[config.mk]
export PLATFORM = sky130hd
export DESIGN_NAME = output_hiz_guard
export DESIGN_NICKNAME = d
export VERILOG_FILES = /design/src/rtl/hiz_guard_pkg.sv /design/src/rtl/output_hiz_guard.sv
export SDC_FILE = /design/constraint.sdc
export NUM_CORES = 1
export LEC_CHECK = 0
export BUFFER_PORTS_ARGS = -buffer_cell sky130_fd_sc_hd__buf_4
export CORE_ASPECT_RATIO = 0.6
export CORE_MARGIN = 2
export CORE_UTILIZATION = 50
export DETAILED_ROUTE_END_ITERATION = 6
export GPL_TIMING_DRIVEN = 0
export PLACE_DENSITY = 0.76
export SYNTH_ARGS = -nofsm -noshare
export SYNTH_HDL_FRONTEND = slang
export SYNTH_SLANG_ARGS = --single-unit
[constraint.sdc]
create_clock -name hclk -period 1.75 [get_ports hclk]
set_clock_uncertainty 0.05 [all_clocks]
set_input_delay 0.525 -clock hclk [delete_from_list [all_inputs] [get_ports hclk]]
set_output_delay 0.525 -clock hclk [all_outputs]
set_load 0.05 [all_outputs]
[src/rtl/hiz_guard_pkg.sv]
// constants, types and register map of the output high-impedance guard
//
// Overview of operation
// - any detected request input forces all six high-current pins to high impedance
// - a detected request can also raise an interrupt
// - oscillator stop or standby forces the pins to high impedance regardless of selection
// - each input selects falling edge or 16 low samples at clock/8, /16 or /128
// - pairs 3B/3D, 4A/4C, 4B/4D both low for longer than one cycle force high impedance
// - interrupts come from both input detection and output comparison
// - detection sets request flags at bits 15..12, modes at bit pairs 7:0
// - a flag clears only by writing 0 after reading it as 1; writing 1 ignored
// - input control/status register is 16 bits holding modes, enable and flags
// - output control/status register enables comparison and its interrupt separately
// - mode 00 edge, 01 clk/8, 10 clk/16, 11 clk/128; all samples must be low
// - input interrupt enable at bit 8 gates interrupt from any request flag
// - short flag bit 15 set on pair low; while set pins stay high impedance
package hiz_guard_pkg;
  localparam logic [11:0] icsr_addr = 12'h000;
  localparam logic [11:0] output_level_control_status_addr = 12'h004;
  localparam logic [11:0] irq_stat_addr = 12'h008;
  localparam logic [11:0] irq_mask_addr = 12'h00c;
  localparam int flag_lsb = 12;
  localparam int ie_bit = 8;
  localparam int osf_bit = 15;
  localparam int ocmp_en_bit = 9;
  localparam int oie_bit = 8;
  localparam int sample_count = 16;
  localparam logic [15:0] icsr_reset = 16'h0000;
  localparam logic [15:0] output_level_control_status_reset = 16'h0000;
  localparam logic [1:0] irq_mask_reset = 2'b11;
  localparam logic [6:0] div8_last = 7'd7;
  localparam logic [6:0] div16_last = 7'd15;
  localparam logic [6:0] div128_last = 7'd127;
  typedef enum logic [1:0] {
    mode_edge = 2'b00,
    mode_div8 = 2'b01,
    mode_div16 = 2'b10,
    mode_div128 = 2'b11
  } detect_mode_type;
  typedef struct packed {
    logic ch3_out_b;
    logic ch3_out_d;
    logic ch4_out_a;
    logic ch4_out_b;
    logic ch4_out_c;
    logic ch4_out_d;
  } pin_levels_type;
endpackage : hiz_guard_pkg

[src/rtl/output_hiz_guard.sv]
// output high-impedance guard with ahb-lite register slave
`timescale 1ns/1ps
`default_nettype none
module output_hiz_guard
  import hiz_guard_pkg::*;
#(
  parameter int n_inputs = 4
) (
  input wire logic hclk,
  input wire logic hresetn,
  input wire logic hsel,
  input wire logic [11:0] haddr,
  input wire logic [1:0] htrans,
  input wire logic hwrite,
  input wire logic [2:0] hsize,
  input wire logic [31:0] hwdata,
  input wire logic hready,
  output logic [31:0] hrdata,
  output logic hreadyout,
  output logic hresp,
  input wire logic [n_inputs-1:0] hiz_request_inputs_n,
  input wire pin_levels_type pin_levels,
  input wire logic osc_stopped,
  input wire logic standby,
  output logic pins_hiz,
  output logic irq
);
  ////////////////////////////////////////////////////////////////////////////
  // bus data phase capture
  logic wr_pend_r;
  logic [11:0] addr_r;
  logic [3:0] flag_r;
  logic [3:0] flag_seen_r;
  logic [7:0] mode_r;
  logic ie_r;
  logic osf_r;
  logic osf_seen_r;
  logic ocmp_en_r;
  logic oie_r;
  logic [1:0] stat_r;
  logic [1:0] mask_r;
  logic [15:0] icsr_view;
  logic [15:0] output_level_control_status_view;
  logic addr_ok;

  assign addr_ok = hsel && hready && htrans[1];
  // zero wait states: every transfer completes in one data phase
  assign hreadyout = 1'b1;
  assign hresp = 1'b0;

  always_ff @(posedge hclk or negedge hresetn) begin
    if (!hresetn) begin
      wr_pend_r <= 1'b0;
      addr_r <= 12'h000;
    end else begin
      wr_pend_r <= addr_ok && hwrite;
      if (addr_ok) begin
        addr_r <= haddr;
      end
    end
  end

  // reserved bits read as zero
  assign icsr_view = {flag_r, 3'b000, ie_r, mode_r};
  assign output_level_control_status_view = {osf_r, 5'b00000, ocmp_en_r, oie_r, 8'h00};

  // read data registered in the address phase; zero-wait answer
  always_ff @(posedge hclk or negedge hresetn) begin
    if (!hresetn) begin
      hrdata <= 32'h0000_0000;
    end else if (addr_ok && !hwrite) begin
      case (haddr)
        icsr_addr: hrdata <= {16'h0000, icsr_view};
        output_level_control_status_addr: hrdata <= {16'h0000, output_level_control_status_view};
        irq_stat_addr: hrdata <= {30'h0000_0000, stat_r};
        irq_mask_addr: hrdata <= {30'h0000_0000, mask_r};
        default: hrdata <= 32'h0000_0000;
      endcase
    end
  end

  ////////////////////////////////////////////////////////////////////////////
  // register decode, shared by the read strobes and the write strobes
  function automatic logic [3:0] reg_hit(input logic [11:0] a);
    reg_hit = 4'b0000;
    case (a)
      icsr_addr: reg_hit = 4'b0001;
      output_level_control_status_addr: reg_hit = 4'b0010;
      irq_stat_addr: reg_hit = 4'b0100;
      irq_mask_addr: reg_hit = 4'b1000;
      default: reg_hit = 4'b0000;
    endcase
  endfunction : reg_hit

  logic [3:0] rd_hit;
  logic [3:0] wr_hit;
  // writes land in the data phase, so their decode uses the captured address
  assign rd_hit = (addr_ok && !hwrite) ? reg_hit(haddr) : 4'b0000;
  assign wr_hit = wr_pend_r ? reg_hit(addr_r) : 4'b0000;

  wire rd_icsr = rd_hit[0];
  wire rd_output_level_control_status = rd_hit[1];
  wire rd_stat = rd_hit[2];
  wire wr_icsr = wr_hit[0];
  wire wr_output_level_control_status = wr_hit[1];
  wire wr_mask = wr_hit[3];

  ////////////////////////////////////////////////////////////////////////////
  // control fields
  always_ff @(posedge hclk or negedge hresetn) begin
    if (!hresetn) begin
      mode_r <= icsr_reset[7:0];
      ie_r <= icsr_reset[ie_bit];
      ocmp_en_r <= output_level_control_status_reset[ocmp_en_bit];
      oie_r <= output_level_control_status_reset[oie_bit];
      mask_r <= irq_mask_reset;
    end else begin
      if (wr_icsr) begin
        // limitation: a change between clock-divided modes keeps the running low count
        mode_r <= hwdata[7:0];
        ie_r <= hwdata[ie_bit];
      end
      if (wr_output_level_control_status) begin
        ocmp_en_r <= hwdata[ocmp_en_bit];
        oie_r <= hwdata[oie_bit];
      end
      if (wr_mask) begin
        mask_r <= hwdata[1:0];
      end
    end
  end

  ////////////////////////////////////////////////////////////////////////////
  // input request synchroniser and prescaler
  logic [n_inputs-1:0] sync1_r;
  logic [n_inputs-1:0] sync2_r;
  logic [n_inputs-1:0] prev_r;
  logic [6:0] presc_r;

  always_ff @(posedge hclk or negedge hresetn) begin
    if (!hresetn) begin
      // idle high, so a line already low at release still gives one edge
      sync1_r <= '1;
      sync2_r <= '1;
      prev_r <= '1;
    end else begin
      sync1_r <= hiz_request_inputs_n;
      sync2_r <= sync1_r;
      prev_r <= sync2_r;
    end
  end

  always_ff @(posedge hclk or negedge hresetn) begin
    if (!hresetn) begin
      presc_r <= 7'd0;
    end else begin
      presc_r <= presc_r + 7'd1;
    end
  end

  // sample tick for a mode; the free-running prescaler keeps channels aligned
  function automatic logic tick_for(input logic [1:0] m, input logic [6:0] p);
    case (detect_mode_type'(m))
      mode_div8: tick_for = (p[2:0] == div8_last[2:0]);
      mode_div16: tick_for = (p[3:0] == div16_last[3:0]);
      mode_div128: tick_for = (p == div128_last);
      default: tick_for = 1'b0;
    endcase
  endfunction : tick_for

  ////////////////////////////////////////////////////////////////////////////
  // per-input detection
  logic [4:0] low_cnt_r [n_inputs];
  logic [n_inputs-1:0] detect;

  for (genvar i = 0; i < n_inputs; i++) begin : g_det
    wire [1:0] m = mode_r[2*i+1:2*i];
    wire tick = tick_for(m, presc_r);
    wire fell = prev_r[i] && !sync2_r[i];
    always_ff @(posedge hclk or negedge hresetn) begin
      if (!hresetn) begin
        low_cnt_r[i] <= 5'd0;
      end else if (m == mode_edge) begin
        low_cnt_r[i] <= 5'd0;
      end else if (tick) begin
        // any high sample restarts the run of 16
        if (sync2_r[i]) begin
          low_cnt_r[i] <= 5'd0;
        end else if (low_cnt_r[i] != 5'(sample_count)) begin
          low_cnt_r[i] <= low_cnt_r[i] + 5'd1;
        end
      end
    end
    assign detect[i] = (m == mode_edge) ? fell
                     : (tick && !sync2_r[i] && low_cnt_r[i] == 5'(sample_count - 1));
  end

  ////////////////////////////////////////////////////////////////////////////
  // request flags: read-1 arms, write-0 clears, set wins
  // clear needs an armed flag and a 0 written; a 1 written never clears
  function automatic logic clear_ok(input logic wr, input logic armed, input logic wbit);
    clear_ok = wr && armed && !wbit;
  endfunction : clear_ok

  // a read that sees 1 arms; any other write of the register disarms
  function automatic logic arm_next(input logic rd, input logic wr, input logic flag,
                                    input logic armed);
    if (rd && flag) begin
      arm_next = 1'b1;
    end else if (wr) begin
      arm_next = 1'b0;
    end else begin
      arm_next = armed;
    end
  endfunction : arm_next

  always_ff @(posedge hclk or negedge hresetn) begin
    if (!hresetn) begin
      flag_r <= icsr_reset[15:12];
      flag_seen_r <= 4'h0;
    end else begin
      for (int i = 0; i < n_inputs; i++) begin
        if (detect[i]) begin
          flag_r[i] <= 1'b1;
        end else if (clear_ok(wr_icsr, flag_seen_r[i], hwdata[flag_lsb+i])) begin
          flag_r[i] <= 1'b0;
        end
        flag_seen_r[i] <= arm_next(rd_icsr, wr_icsr, flag_r[i], flag_seen_r[i]);
      end
    end
  end

  ////////////////////////////////////////////////////////////////////////////
  // output pair comparison
  logic [2:0] both_low_r;
  logic pair_3bd_low;
  logic pair_4ac_low;
  logic pair_4bd_low;
  assign pair_3bd_low = !pin_levels.ch3_out_b && !pin_levels.ch3_out_d;
  assign pair_4ac_low = !pin_levels.ch4_out_a && !pin_levels.ch4_out_c;
  assign pair_4bd_low = !pin_levels.ch4_out_b && !pin_levels.ch4_out_d;
  wire [2:0] both_low = {pair_3bd_low, pair_4ac_low, pair_4bd_low};
  // a one-cycle overlap is normal switching and must not trip the guard
  // low on two consecutive edges means longer than one cycle
  wire short_detect = ocmp_en_r && |(both_low & both_low_r);

  always_ff @(posedge hclk or negedge hresetn) begin
    if (!hresetn) begin
      both_low_r <= 3'b000;
      osf_r <= output_level_control_status_reset[osf_bit];
      osf_seen_r <= 1'b0;
    end else begin
      both_low_r <= both_low;
      if (short_detect) begin
        osf_r <= 1'b1;
      end else if (clear_ok(wr_output_level_control_status, osf_seen_r, hwdata[osf_bit])) begin
        osf_r <= 1'b0;
      end
      osf_seen_r <= arm_next(rd_output_level_control_status, wr_output_level_control_status, osf_r, osf_seen_r);
    end
  end

  ////////////////////////////////////////////////////////////////////////////
  // pin forcing and interrupts
  // combinational so the pins let go the instant the cause is gone
  logic input_hold;
  logic output_hold;
  logic supply_hold;
  assign input_hold = |flag_r;
  assign output_hold = osf_r;
  assign supply_hold = osc_stopped || standby;
  assign pins_hiz = input_hold || output_hold || supply_hold;

  ////////////////////////////////////////////////////////////////////////////
  // interrupt sources
  wire in_evt = |detect;
  wire out_evt = short_detect;
  logic [1:0] stat_nxt;
  // a read that clears in the same cycle as an event keeps the event
  always_comb begin
    stat_nxt = rd_stat ? 2'b00 : stat_r;
    stat_nxt = stat_nxt | {out_evt, in_evt};
  end

  always_ff @(posedge hclk or negedge hresetn) begin
    if (!hresetn) begin
      stat_r <= 2'b00;
    end else begin
      stat_r <= stat_nxt;
    end
  end

  logic irq_in;
  logic irq_out;
  logic irq_evt;
  assign irq_in = ie_r && input_hold;
  assign irq_out = oie_r && output_hold;
  assign irq_evt = |(stat_r & ~mask_r);
  assign irq = irq_in || irq_out || irq_evt;
endmodule : output_hiz_guard
`default_nettype wire

==> run metrics, run 1 <==
FF-to-FF End=low_cnt_r[11]; # hold bufs at CTS=0; total congestion overflow=0; TritonCTS Buffers=9; TritonCTS Sinks=94; R2R cell count=6; FFs w/ async S/R, synth=100.0%; H-tree depth=3; critical path startpoint category=register; all-layer global routing usage=25.57%; drt pass-1 iters=5; clk slew on worst S/H paths=0.06 ns; antenna-violating nets left=0; pin slew with the least headroom to its limit=1.171 ns; WL/cell=19.31 um; Area growth syn-to-layout=40.44%; TNS Setup=-3.730 ns; Final nets=637; die height=80.06 um; Avg Cell Area, Syn=11.13 um2; dominant cell by count in the synthesized netlist=dfrtp_1; final worst-path cycle share=142.3%; layout cells sized above 1=49.11%; critical-path cell with the highest stage delay=or4_4; Hold Path Cell Cnt=1; Hold Path Sink=sync1_r[1]; Max Slew Vio Count=0; Clock Tree Root=clkbuf_16; Max stage delay on crit path=0.57 ns; die area=10470 um2; Final Hold Fails=0; CTS tree=done; overall power=4.863 mW; Max Cap Viol=0; die width=130.8 um; worst-path cell chain=or4_4 -> or4_4 -> buf_6; Cells after Synth=433; Inserted Diodes=0; Top FF cell, synth=dfrtp_1; DRC violations left=0; violated checks=setup timing; area leader, netlist=dfrtp_1; Power per Cell Area=718.3 nW/um2; Routability Congestion=0.9215; FF+latch count, synth=94; I/O pin count=102; vias per std cell=5.728; Critical Path Fanout Max=2; Initial Utilization=52.08%; # setup viols final=40; Fmax=401.5 MHz; initial antenna violation count=0; status=complete, but fails checks; global-route wire length before repair=20200 um; Min-Delay Path Class=in2reg; fill count=636; clock insertion delay at the later pin of the skew report=0.35 ns; vias in the first global route=3850; CP endpoint kind=primary output; Final Worst Setup Slack=-0.7409 ns; largest net degree at the start of global routing=95; Area contributors post-synth=dfrtp_1 42%, mux2_2 8.6%, dfstp_2 7.6%, ha_1 3.6%, buf_4 3.4%; Layout Utilization=73.14%; Final Critical Period=2.491 ns; R2R setup slack=-0.12 ns; Crit Path Class=reg2out; post-synthesis cell area=4821 um2; relative slew slack=21.96%; CTS Buffer Depth=2; core area=9256 um2; Yosys Warn Count=0; required time of the critical path=1.17 ns; vias=3964; post-detailed-placement half-perimeter wirelength=8516 um; Hold Startpoint=hiz_request_inputs_n[1]; row count=27; DR iter-0 viols=285; RSZ-0062 raised after global routing=true; register area share after synthesis=49.16%; Pleak=2.948 nW; PortBufs=58; CP most frequent cell=or4_4; Post-synth EDFFs=0; r2r startpoint=presc_r[0]; Post-synth top cells=80 x dfrtp_1, 37 x mux2_2, 36 x inv_1; drt total wl=13360 um; Synth cell types=60; Max IR drop VDD=0.0005598 V; data arrival time of the worst path=1.92 ns; post-synth top area share=41.53%
## flip-flops by register name (all words and copies together) (netlist names), 2 cells and up
| name | cells |
|---|---|
| low_cnt_r | 20 |
| flag_r | 4 |
| mask_r | 2 |
| addr_r | 12 |
| sync2_r | 4 |
| stat_r | 2 |
| presc_r | 7 |
| flag_seen_r | 4 |
| both_low_r | 3 |
| prev_r | 4 |
| mode_r | 8 |
| sync1_r | 4 |
| hrdata | 14 |
## where the power goes
group	total (mW)	internal [mW]	switching [mW]
Clock	1.85	1.04	0.813
Sequential	2.38	2.28	0.109
Combinational	0.627	0.269	0.358
## kinds of logic (layout without fill, tap and decap cells)
family,Yosys count,in the layout,share of synthesized area (%)
and+or+nand+nor,117,117,13.96
adders and majority gates,14,14,3.634
DFF,94,94,49.16
xor gates and xnor gates,4,4,0.7266
muxes,45,45,10.30
buffers and inverters,74,185,7.994
other,2,20,0.1558
AOI/OAI and AO/OA,83,83,14.07
## how the worst max path moves through the flow
stage	startpoint	end	slack, ns
2_1_floorplan	flag_r[2]	pins_hiz	-0.27
3_3_place_gp	haddr[7]	flag_seen_r[2]	-0.60
3_5_place_dp	haddr[7]	flag_seen_r[2]	-0.66
4_1_cts	flag_r[2]	pins_hiz	-0.72
5_1_grt	flag_r[0]	pins_hiz	-0.75
6_report	flag_r[0]	pins_hiz	-0.74
## per-stage QoR
| stage | cells | cell area, um2 | worst slack, ns | hold slack, ns |
|---|---|---|---|---|
| finish | 692 | 6770 | -0.7409 | 0.2296 |
| detailed placement | 639 | 5563 | -0.6602 | 0.2968 |
| floorplan | 451 | 4965 | -0.2657 | 0.1794 |
| global route | 692 | 6770 | -0.7498 | 0.2263 |
| CTS | 676 | 6335 | -0.7245 | 0.2258 |
| global placement | 639 | 5563 | -0.6001 | 0.2961 |
## area by class of cell
cell class,instances,area (um2),area share [%]
Buffer,37,256.5,3.789
Timing Repair Buffer,96,792.0,11.70
Clock inverter,3,20.02,0.2957
Tap cell,130,162.7,2.403
Clock buffer,13,260.3,3.844
Inverter,36,135.1,1.996
Multi-Input combinational cell,283,2768,40.88
Sequential cell,94,2376,35.10
## critical path: cells and delay by family, from the launching register on
family	cells	cell delay, ns
flip-flops	1	0.40
buffers and inverters	1	0.17
AND/OR/NAND/NOR	2	1.00
## layout by cell type (no fill, tap or decap), types with 5 or more instances in the layout
| cell type | synthesis | layout |
|---|---|---|
| nand2b_1 | 6 | 5 |
| inv_1 | 36 | 36 |
| conb_1 | 2 | 20 |
| buf_4 | 22 | 104 |
| dfstp_2 | 14 | 14 |
| clkbuf_2 | 2 | 5 |
| dfrtp_1 | 80 | 75 |
| mux2_4 | 0 | 20 |
| nor3_1 | 9 | 5 |
| nand3_1 | 16 | 9 |
| clkbuf_16 | 0 | 9 |
| dfrtp_2 | 0 | 5 |
| buf_6 | 2 | 11 |
| a211oi_2 | 1 | 8 |
| mux2_2 | 37 | 17 |
| a21oi_1 | 7 | 5 |
| buf_2 | 6 | 5 |
| mux2i_1 | 8 | 8 |
| nand4_1 | 7 | 7 |
| a22o_1 | 15 | 15 |
| nor2_1 | 25 | 23 |
| nand2_1 | 16 | 15 |
| ha_1 | 14 | 6 |
## per-layer routing
layer,global-route usage (%),up-vias,part of all wire (%)
li1,-,1785,-
met1,36.01,2006,45
met2,39.38,149,47
met3,7.062,24,6.2
met4,6.277,0,1.1
met5,0,-,0
## repair_timing
item                                    4_1_cts  5_1_grt
setup buffers                                20       20
pin swaps                                    22       32
gates resized for setup                      69       67
cloned                                        1        1
endpoints found under the setup margin       52       49
(Power assumes the default switching activity.)
==> run 2: changes to the inputs <==
CORE_UTILIZATION = 55   (was 50)
PLACE_DENSITY = 0.79   (was 0.76)
clock period = 2.68 ns   (was 1.75 ns; I/O delays follow)
==> run 2 against run 1 <==
Net effect:
- the run still ends with setup timing left
- routed wire length fell by 15%
- sequential cell count did not move
- sequential share of layout area rose by 6.0 points
- clock power fell by 37%
- critical path type unchanged
==> run metrics, run 2 (same netlist as run 1, synthesis figures left out) <==
CP endpoint kind=primary output (unchanged); post-detailed-placement half-perimeter wirelength=8221 um (was 8516 um); R2R setup slack=0.50 ns (was -0.12 ns); data arrival time of the worst path=1.89 ns (was 1.92 ns); Critical Path Fanout Max=3 (was 2); pin slew with the least headroom to its limit=1.142 ns (was 1.171 ns); Max IR drop VDD=0.0003544 V (was 0.0005598 V); die width=124.9 um (was 130.8 um); Hold Startpoint=sync1_r[0] (was hiz_request_inputs_n[1]); drt pass-1 iters=5 (unchanged); GR Util met1=34.44% (was 36.01%); most frequent cells in the layout=82 x buf_4, 80 x dfrtp_1, 37 x mux2_2 (was 104 x buf_4, 75 x dfrtp_1, 36 x inv_1); R2R cell count=5 (was 6); core area=8523 um2 (was 9256 um2); Reg with most FFs=low_cnt_r (unchanged); Final Worst Setup Slack=-0.06237 ns (was -0.7409 ns); register area=2370 um2 (was 2376 um2); busiest grt layer=met2 (unchanged); Final nets=604 (was 637); vias=3712 (was 3964); multi-input logic area=2141 um2 (was 2768 um2); Critical Path Source=flag_r[1] (was flag_r[0]); row count=26 (was 27); I/O pin count=102 (unchanged); global-route wire length before repair=18860 um (was 20200 um); TNS Setup=-0.06237 ns (was -3.730 ns); TritonCTS Sinks=94 (unchanged); grt met3 use=8.287% (was 7.062%); total congestion overflow=0 (unchanged); Pleak=2.631 nW (was 2.948 nW); overall power=3.029 mW (was 4.863 mW); TritonCTS Buffers=9 (unchanged); CTS Buffer Depth=2 (unchanged); fill count=644 (was 636); FF-to-FF End=low_cnt_r[9] (was low_cnt_r[11]); Crit Path Class=reg2out (unchanged); die area=9555 um2 (was 10470 um2); Fmax=364.6 MHz; critical path startpoint category=register (unchanged); drt total wl=11350 um (was 13360 um); Initial Utilization=56.56% (was 52.08%); Max Cap Viol=0 (unchanged); met2 Track Usage GR=37.05% (was 39.38%); DR iter-0 viols=291 (was 285); Power per Cell Area=525.0 nW/um2 (was 718.3 nW/um2); WL/cell=17.71 um (was 19.31 um); Clock Tree Root=clkbuf_16 (unchanged); Routability Congestion=0.9301 (was 0.9215); largest net degree at the start of global routing=95 (unchanged); die height=76.52 um (was 80.06 um); vias in the first global route=3691 (was 3850); Area growth syn-to-layout=19.70% (was 40.44%); antenna-violating nets left=0 (unchanged); required time of the critical path=1.83 ns (was 1.17 ns); layout cells sized above 1=32.70% (was 49.11%); # setup viols final=1 (was 40); CTS tree=done (unchanged); initial antenna violation count=0 (unchanged); PortBufs=58 (unchanged); Inserted Diodes=0 (unchanged); DRC violations left=0 (unchanged); largest registers=low_cnt_r x20, hrdata x14, addr_r x12 (unchanged); all-layer global routing usage=25.06% (was 25.57%); Min-Delay Path Class=reg2reg (was in2reg); clk slew on worst S/H paths=0.07 ns (was 0.06 ns); crit path to=pins_hiz (unchanged); Final Critical Period=2.742 ns; clock insertion delay at the later pin of the skew report=0.35 ns (about the same); # hold bufs at CTS=0 (unchanged); Final Hold Fails=0 (unchanged); RSZ-0062 raised after global routing=true (unchanged); Max Slew Vio Count=0 (unchanged); final worst-path cycle share=102.3%; vias per std cell=5.791 (was 5.728); r2r startpoint=low_cnt_r[5] (was presc_r[0]); max reg flops=20 (unchanged); relative slew slack=23.84% (was 21.96%); violated checks=setup timing (unchanged); status=complete, but fails checks (unchanged); commonest non-fill, non-tap cell in the layout=buf_4 (unchanged); H-tree depth=3 (unchanged)
## run 2: layer usage
layer  wire [um]  vias to the layer above
li1            -                     1718
met5           0                        -
met2        5111                      138
met1        5061                     1830
met3         937                       26
met4         240                        0
## run 2: power breakdown
| part | internal, mW | switching (mW) |
|---|---|---|
| registers | 1.48 | 0.0459 |
| clock network | 0.626 | 0.536 |
| logic | 0.138 | 0.198 |
## run 2: stage by stage
stage / instance area [um2] / setup WS (ns) / util, % / std cells / hold WS (ns)
2_1_floorplan: 4888 / 0.2610 / - / 451 / 0.2952
3_3_place_gp: 5464 / 0.03298 / 64.11 / 621 / 0.2961
5_1_grt: 5771 / -0.09500 / 67.70 / 641 / 0.3148
4_1_cts: 5752 / -0.05215 / 67.48 / 639 / 0.3095
3_5_place_dp: 5464 / -0.07774 / 64.11 / 621 / 0.3006
6_report: 5771 / -0.06237 / 67.70 / 641 / 0.3085
## run 2: worst max-delay path: stages, from the launching register on
cell,delay (ns)
dfrtp_1,0.41
or4_4,0.52
or4_4,0.43
buf_6,0.17
## run 2: area by class of cell
| cell class | count | area share, % |
|---|---|---|
| inverters | 36 | 2.342 |
| clock inverters | 4 | 0.4337 |
| multi-input cells | 283 | 37.10 |
| plain buffers | 38 | 4.337 |
| flip-flops and latches | 94 | 41.07 |
| repair buffers | 62 | 8.196 |
| well taps | 112 | 2.428 |
| clock buffers | 12 | 4.098 |
## run 2: what timing repair did
item,4_1_cts,5_1_grt
pin swaps,0,0
setup endpoints to repair,2,2
setup buffers,2,2
gates resized for setup,3,1
## run 2: how the worst min path moves through the flow
| stage | endpoint | cells after the start |
|---|---|---|
| final | sync2_r[0] | 0 |
| after detailed placement | sync2_r[3] | 0 |
| after CTS | sync2_r[3] | 0 |
| after floorplan | sync2_r[0] | 0 |
| after global placement | sync2_r[3] | 0 |
| after global routing | sync2_r[0] | 0 |
==> run 3: changes to the inputs <==
CORE_UTILIZATION = 50   (was 55)
PLACE_DENSITY = 0.73   (was 0.79)
==> run 3 against run 2 <==
Net effect:
- the run still ends with setup timing left
- sequential cell count is the same
- combinational power is essentially flat
- critical path depth unchanged
- register-to-register slack about the same
- die area increased by 9.6%
- worst setup slack got worse by 0.031 ns
- critical path type unchanged
- cell count rose by 2.5%
- first-iteration DRC count decreased by 14%
- non-clock buffer count shrank 2
- cell area grew 0.50%
==> run metrics, run 3 (same netlist as run 1, synthesis figures left out) <==
status=complete, but fails checks (unchanged); violated checks=setup timing (unchanged); most frequent cells in the layout=80 x buf_4, 80 x dfrtp_1, 37 x mux2_2 (was 82 x buf_4, 80 x dfrtp_1, 37 x mux2_2); initial antenna violation count=0 (unchanged); Layout Cells excl Fill=657 (was 641); Final Hold Fails=0 (unchanged); required time of the critical path=1.83 ns (about the same); Initial Utilization=52.08% (was 56.56%); vias per std cell=5.502 (was 5.791); sw power=827.9 uW (was 779.8 uW); sequential power share=49.5% (was 50.5%); clock insertion delay at the later pin of the skew report=0.34 ns (was 0.35 ns); Inserted Diodes=0 (unchanged); max reg flops=20 (unchanged); multi-input logic area=2141 um2 (unchanged); final worst-path cycle share=103.5% (was 102.3%); vias=3615 (was 3712); Routability Congestion=0.8538 (was 0.9301); TNS Setup=-0.1142 ns (was -0.06237 ns); pin slew with the least headroom to its limit=1.149 ns (was 1.142 ns); fill count=738 (was 644); TritonCTS Buffers=9 (unchanged); Critical Path Fanout Max=2 (was 3); die width=130.8 um (was 124.9 um); antenna-violating nets left=0 (unchanged); Max Cap Viol=0 (unchanged); CP endpoint kind=primary output (unchanged); critical path startpoint category=register (unchanged); Crit Path Class=reg2out (unchanged); global-route wire length before repair=18100 um (was 18860 um); power share of the clock group=39.6% (was 38.4%); all-layer global routing usage=22.91% (was 25.06%); TritonCTS Sinks=94 (unchanged); Final Critical Period=2.773 ns (was 2.742 ns); die area=10470 um2 (was 9555 um2); Power per Cell Area=534.2 nW/um2 (was 525.0 nW/um2); DR iter-0 viols=251 (was 291); die height=80.06 um (was 76.52 um); row count=27 (was 26); clk slew on worst S/H paths=0.07 ns (about the same); DRC violations left=0 (unchanged); CTS Buffer Depth=2 (unchanged); RSZ-0062 raised after global routing=true (unchanged); # setup viols final=2 (was 1); Combinational Power Share=10.9% (was 11.1%); layout cells sized above 1=32.83% (was 32.70%); Min-Delay Path Class=reg2reg (unchanged); Fmax=360.6 MHz (was 364.6 MHz); largest net degree at the start of global routing=95 (unchanged); Max Slew Vio Count=0 (unchanged); CTS tree=done (unchanged); relative slew slack=23.43% (was 23.84%); core area=9256 um2 (was 8523 um2); I/O pin count=102 (unchanged); largest registers=low_cnt_r x20, hrdata x14, addr_r x12 (unchanged); Max IR drop VDD=0.0003873 V (was 0.0003544 V); Placed Cells=639 (was 621); Reg with most FFs=low_cnt_r (unchanged); # hold bufs at CTS=0 (unchanged); Final Worst Setup Slack=-0.09314 ns (was -0.06237 ns); Clock Tree Root=clkbuf_16 (unchanged); drt total wl=10930 um (was 11350 um); drt pass-1 iters=6 (was 5); Area growth syn-to-layout=20.30% (was 19.70%); Layout Utilization=62.65% (was 67.70%); Switching Share=26.72% (was 25.74%); Pleak=2.636 nW (was 2.631 nW); data arrival time of the worst path=1.92 ns (was 1.89 ns); Cell Int Power=2.270 mW (was 2.250 mW); vias in the first global route=3527 (was 3691); register area=2370 um2 (unchanged); H-tree depth=3 (unchanged); PortBufs=58 (unchanged); Final nets=602 (was 604); WL/cell=16.64 um (was 17.71 um); post-detailed-placement half-perimeter wirelength=8230 um (was 8221 um); total congestion overflow=0 (unchanged); worst hold slack=0.3068 ns (was 0.3085 ns)
## run 3: changes by cell type in the layout (fill, tap and decap cells not counted)
cell	delta
buf_4	-2
clkinvlp_4	-1
clkinv_4	+1
clkbuf_1	-2
clkinv_2	-2
inv_6	+3
inv_8	+1
## run 3: path summary, 6_finish.rpt
check | start | end | slack (ns) | depth (start not counted)
worst max-delay path | flag_r[0] | pins_hiz | -0.09 | 3
worst min-delay path | sync1_r[2] | sync2_r[2] | 0.31 | 0
min in group asynchronous | hresetn | addr_r[1] | 0.60 | 1
worst max register to register | presc_r[0] | low_cnt_r[6] | 0.51 | 7
max in group asynchronous | hresetn | wr_pend_r | 1.21 | 1
worst min register to register | sync1_r[2] | sync2_r[2] | 0.31 | 0
## run 3: cell type report
class / instances / share of cell area [%]
Buffer: 38 / 4.315
Clock buffer: 10 / 3.948
Clock inverter: 6 / 0.9277
Inverter: 36 / 2.330
Multi-Input combinational cell: 283 / 36.91
Sequential cell: 94 / 40.86
Tap cell: 130 / 2.805
Timing Repair Buffer: 60 / 7.896
## run 3: critical path, cell delays in order, from the launching register on
cell     delay (ns)
dfrtp_1        0.39
or4_4          0.59
or4_4          0.44
buf_6          0.17
## run 3: per-stage QoR
step	total power [mW]	area [um2]	setup WS [ns]
detailed placement	1.893	5487	0.08308
CTS	3.126	5799	-0.09527
floorplan	1.761	4888	0.2610
global placement	1.883	5487	0.1019
finish	3.098	5799	-0.09314
global route	3.221	5799	-0.1233
## run 3: timing repair
action                     in CTS  in global routing
gates resized for setup         4                  0
setup endpoints to repair       2                  2
setup buffers                   2                  0
pin swaps                       2                  1
## run 3: per-layer routing
metal / track usage, % / routed length, um / share of wire, % / up-vias
met5: 0 / 0 / 0 / -
met4: 6.277 / 131 / 1.2 / 0
met3: 7.861 / 910 / 8.3 / 13
met2: 31.30 / 4360 / 40 / 127
met1: 34.31 / 5530 / 51 / 1752
li1: - / - / - / 1723
## run 3: power groups by stage
stage	clock (mW)	sequential (mW)	combinational (mW)
after floorplan	0	1.54	0.221
after global placement	0	1.56	0.328
after detailed placement	0	1.56	0.336
after CTS	1.26	1.53	0.338
after global routing	1.31	1.54	0.368
final	1.23	1.53	0.338
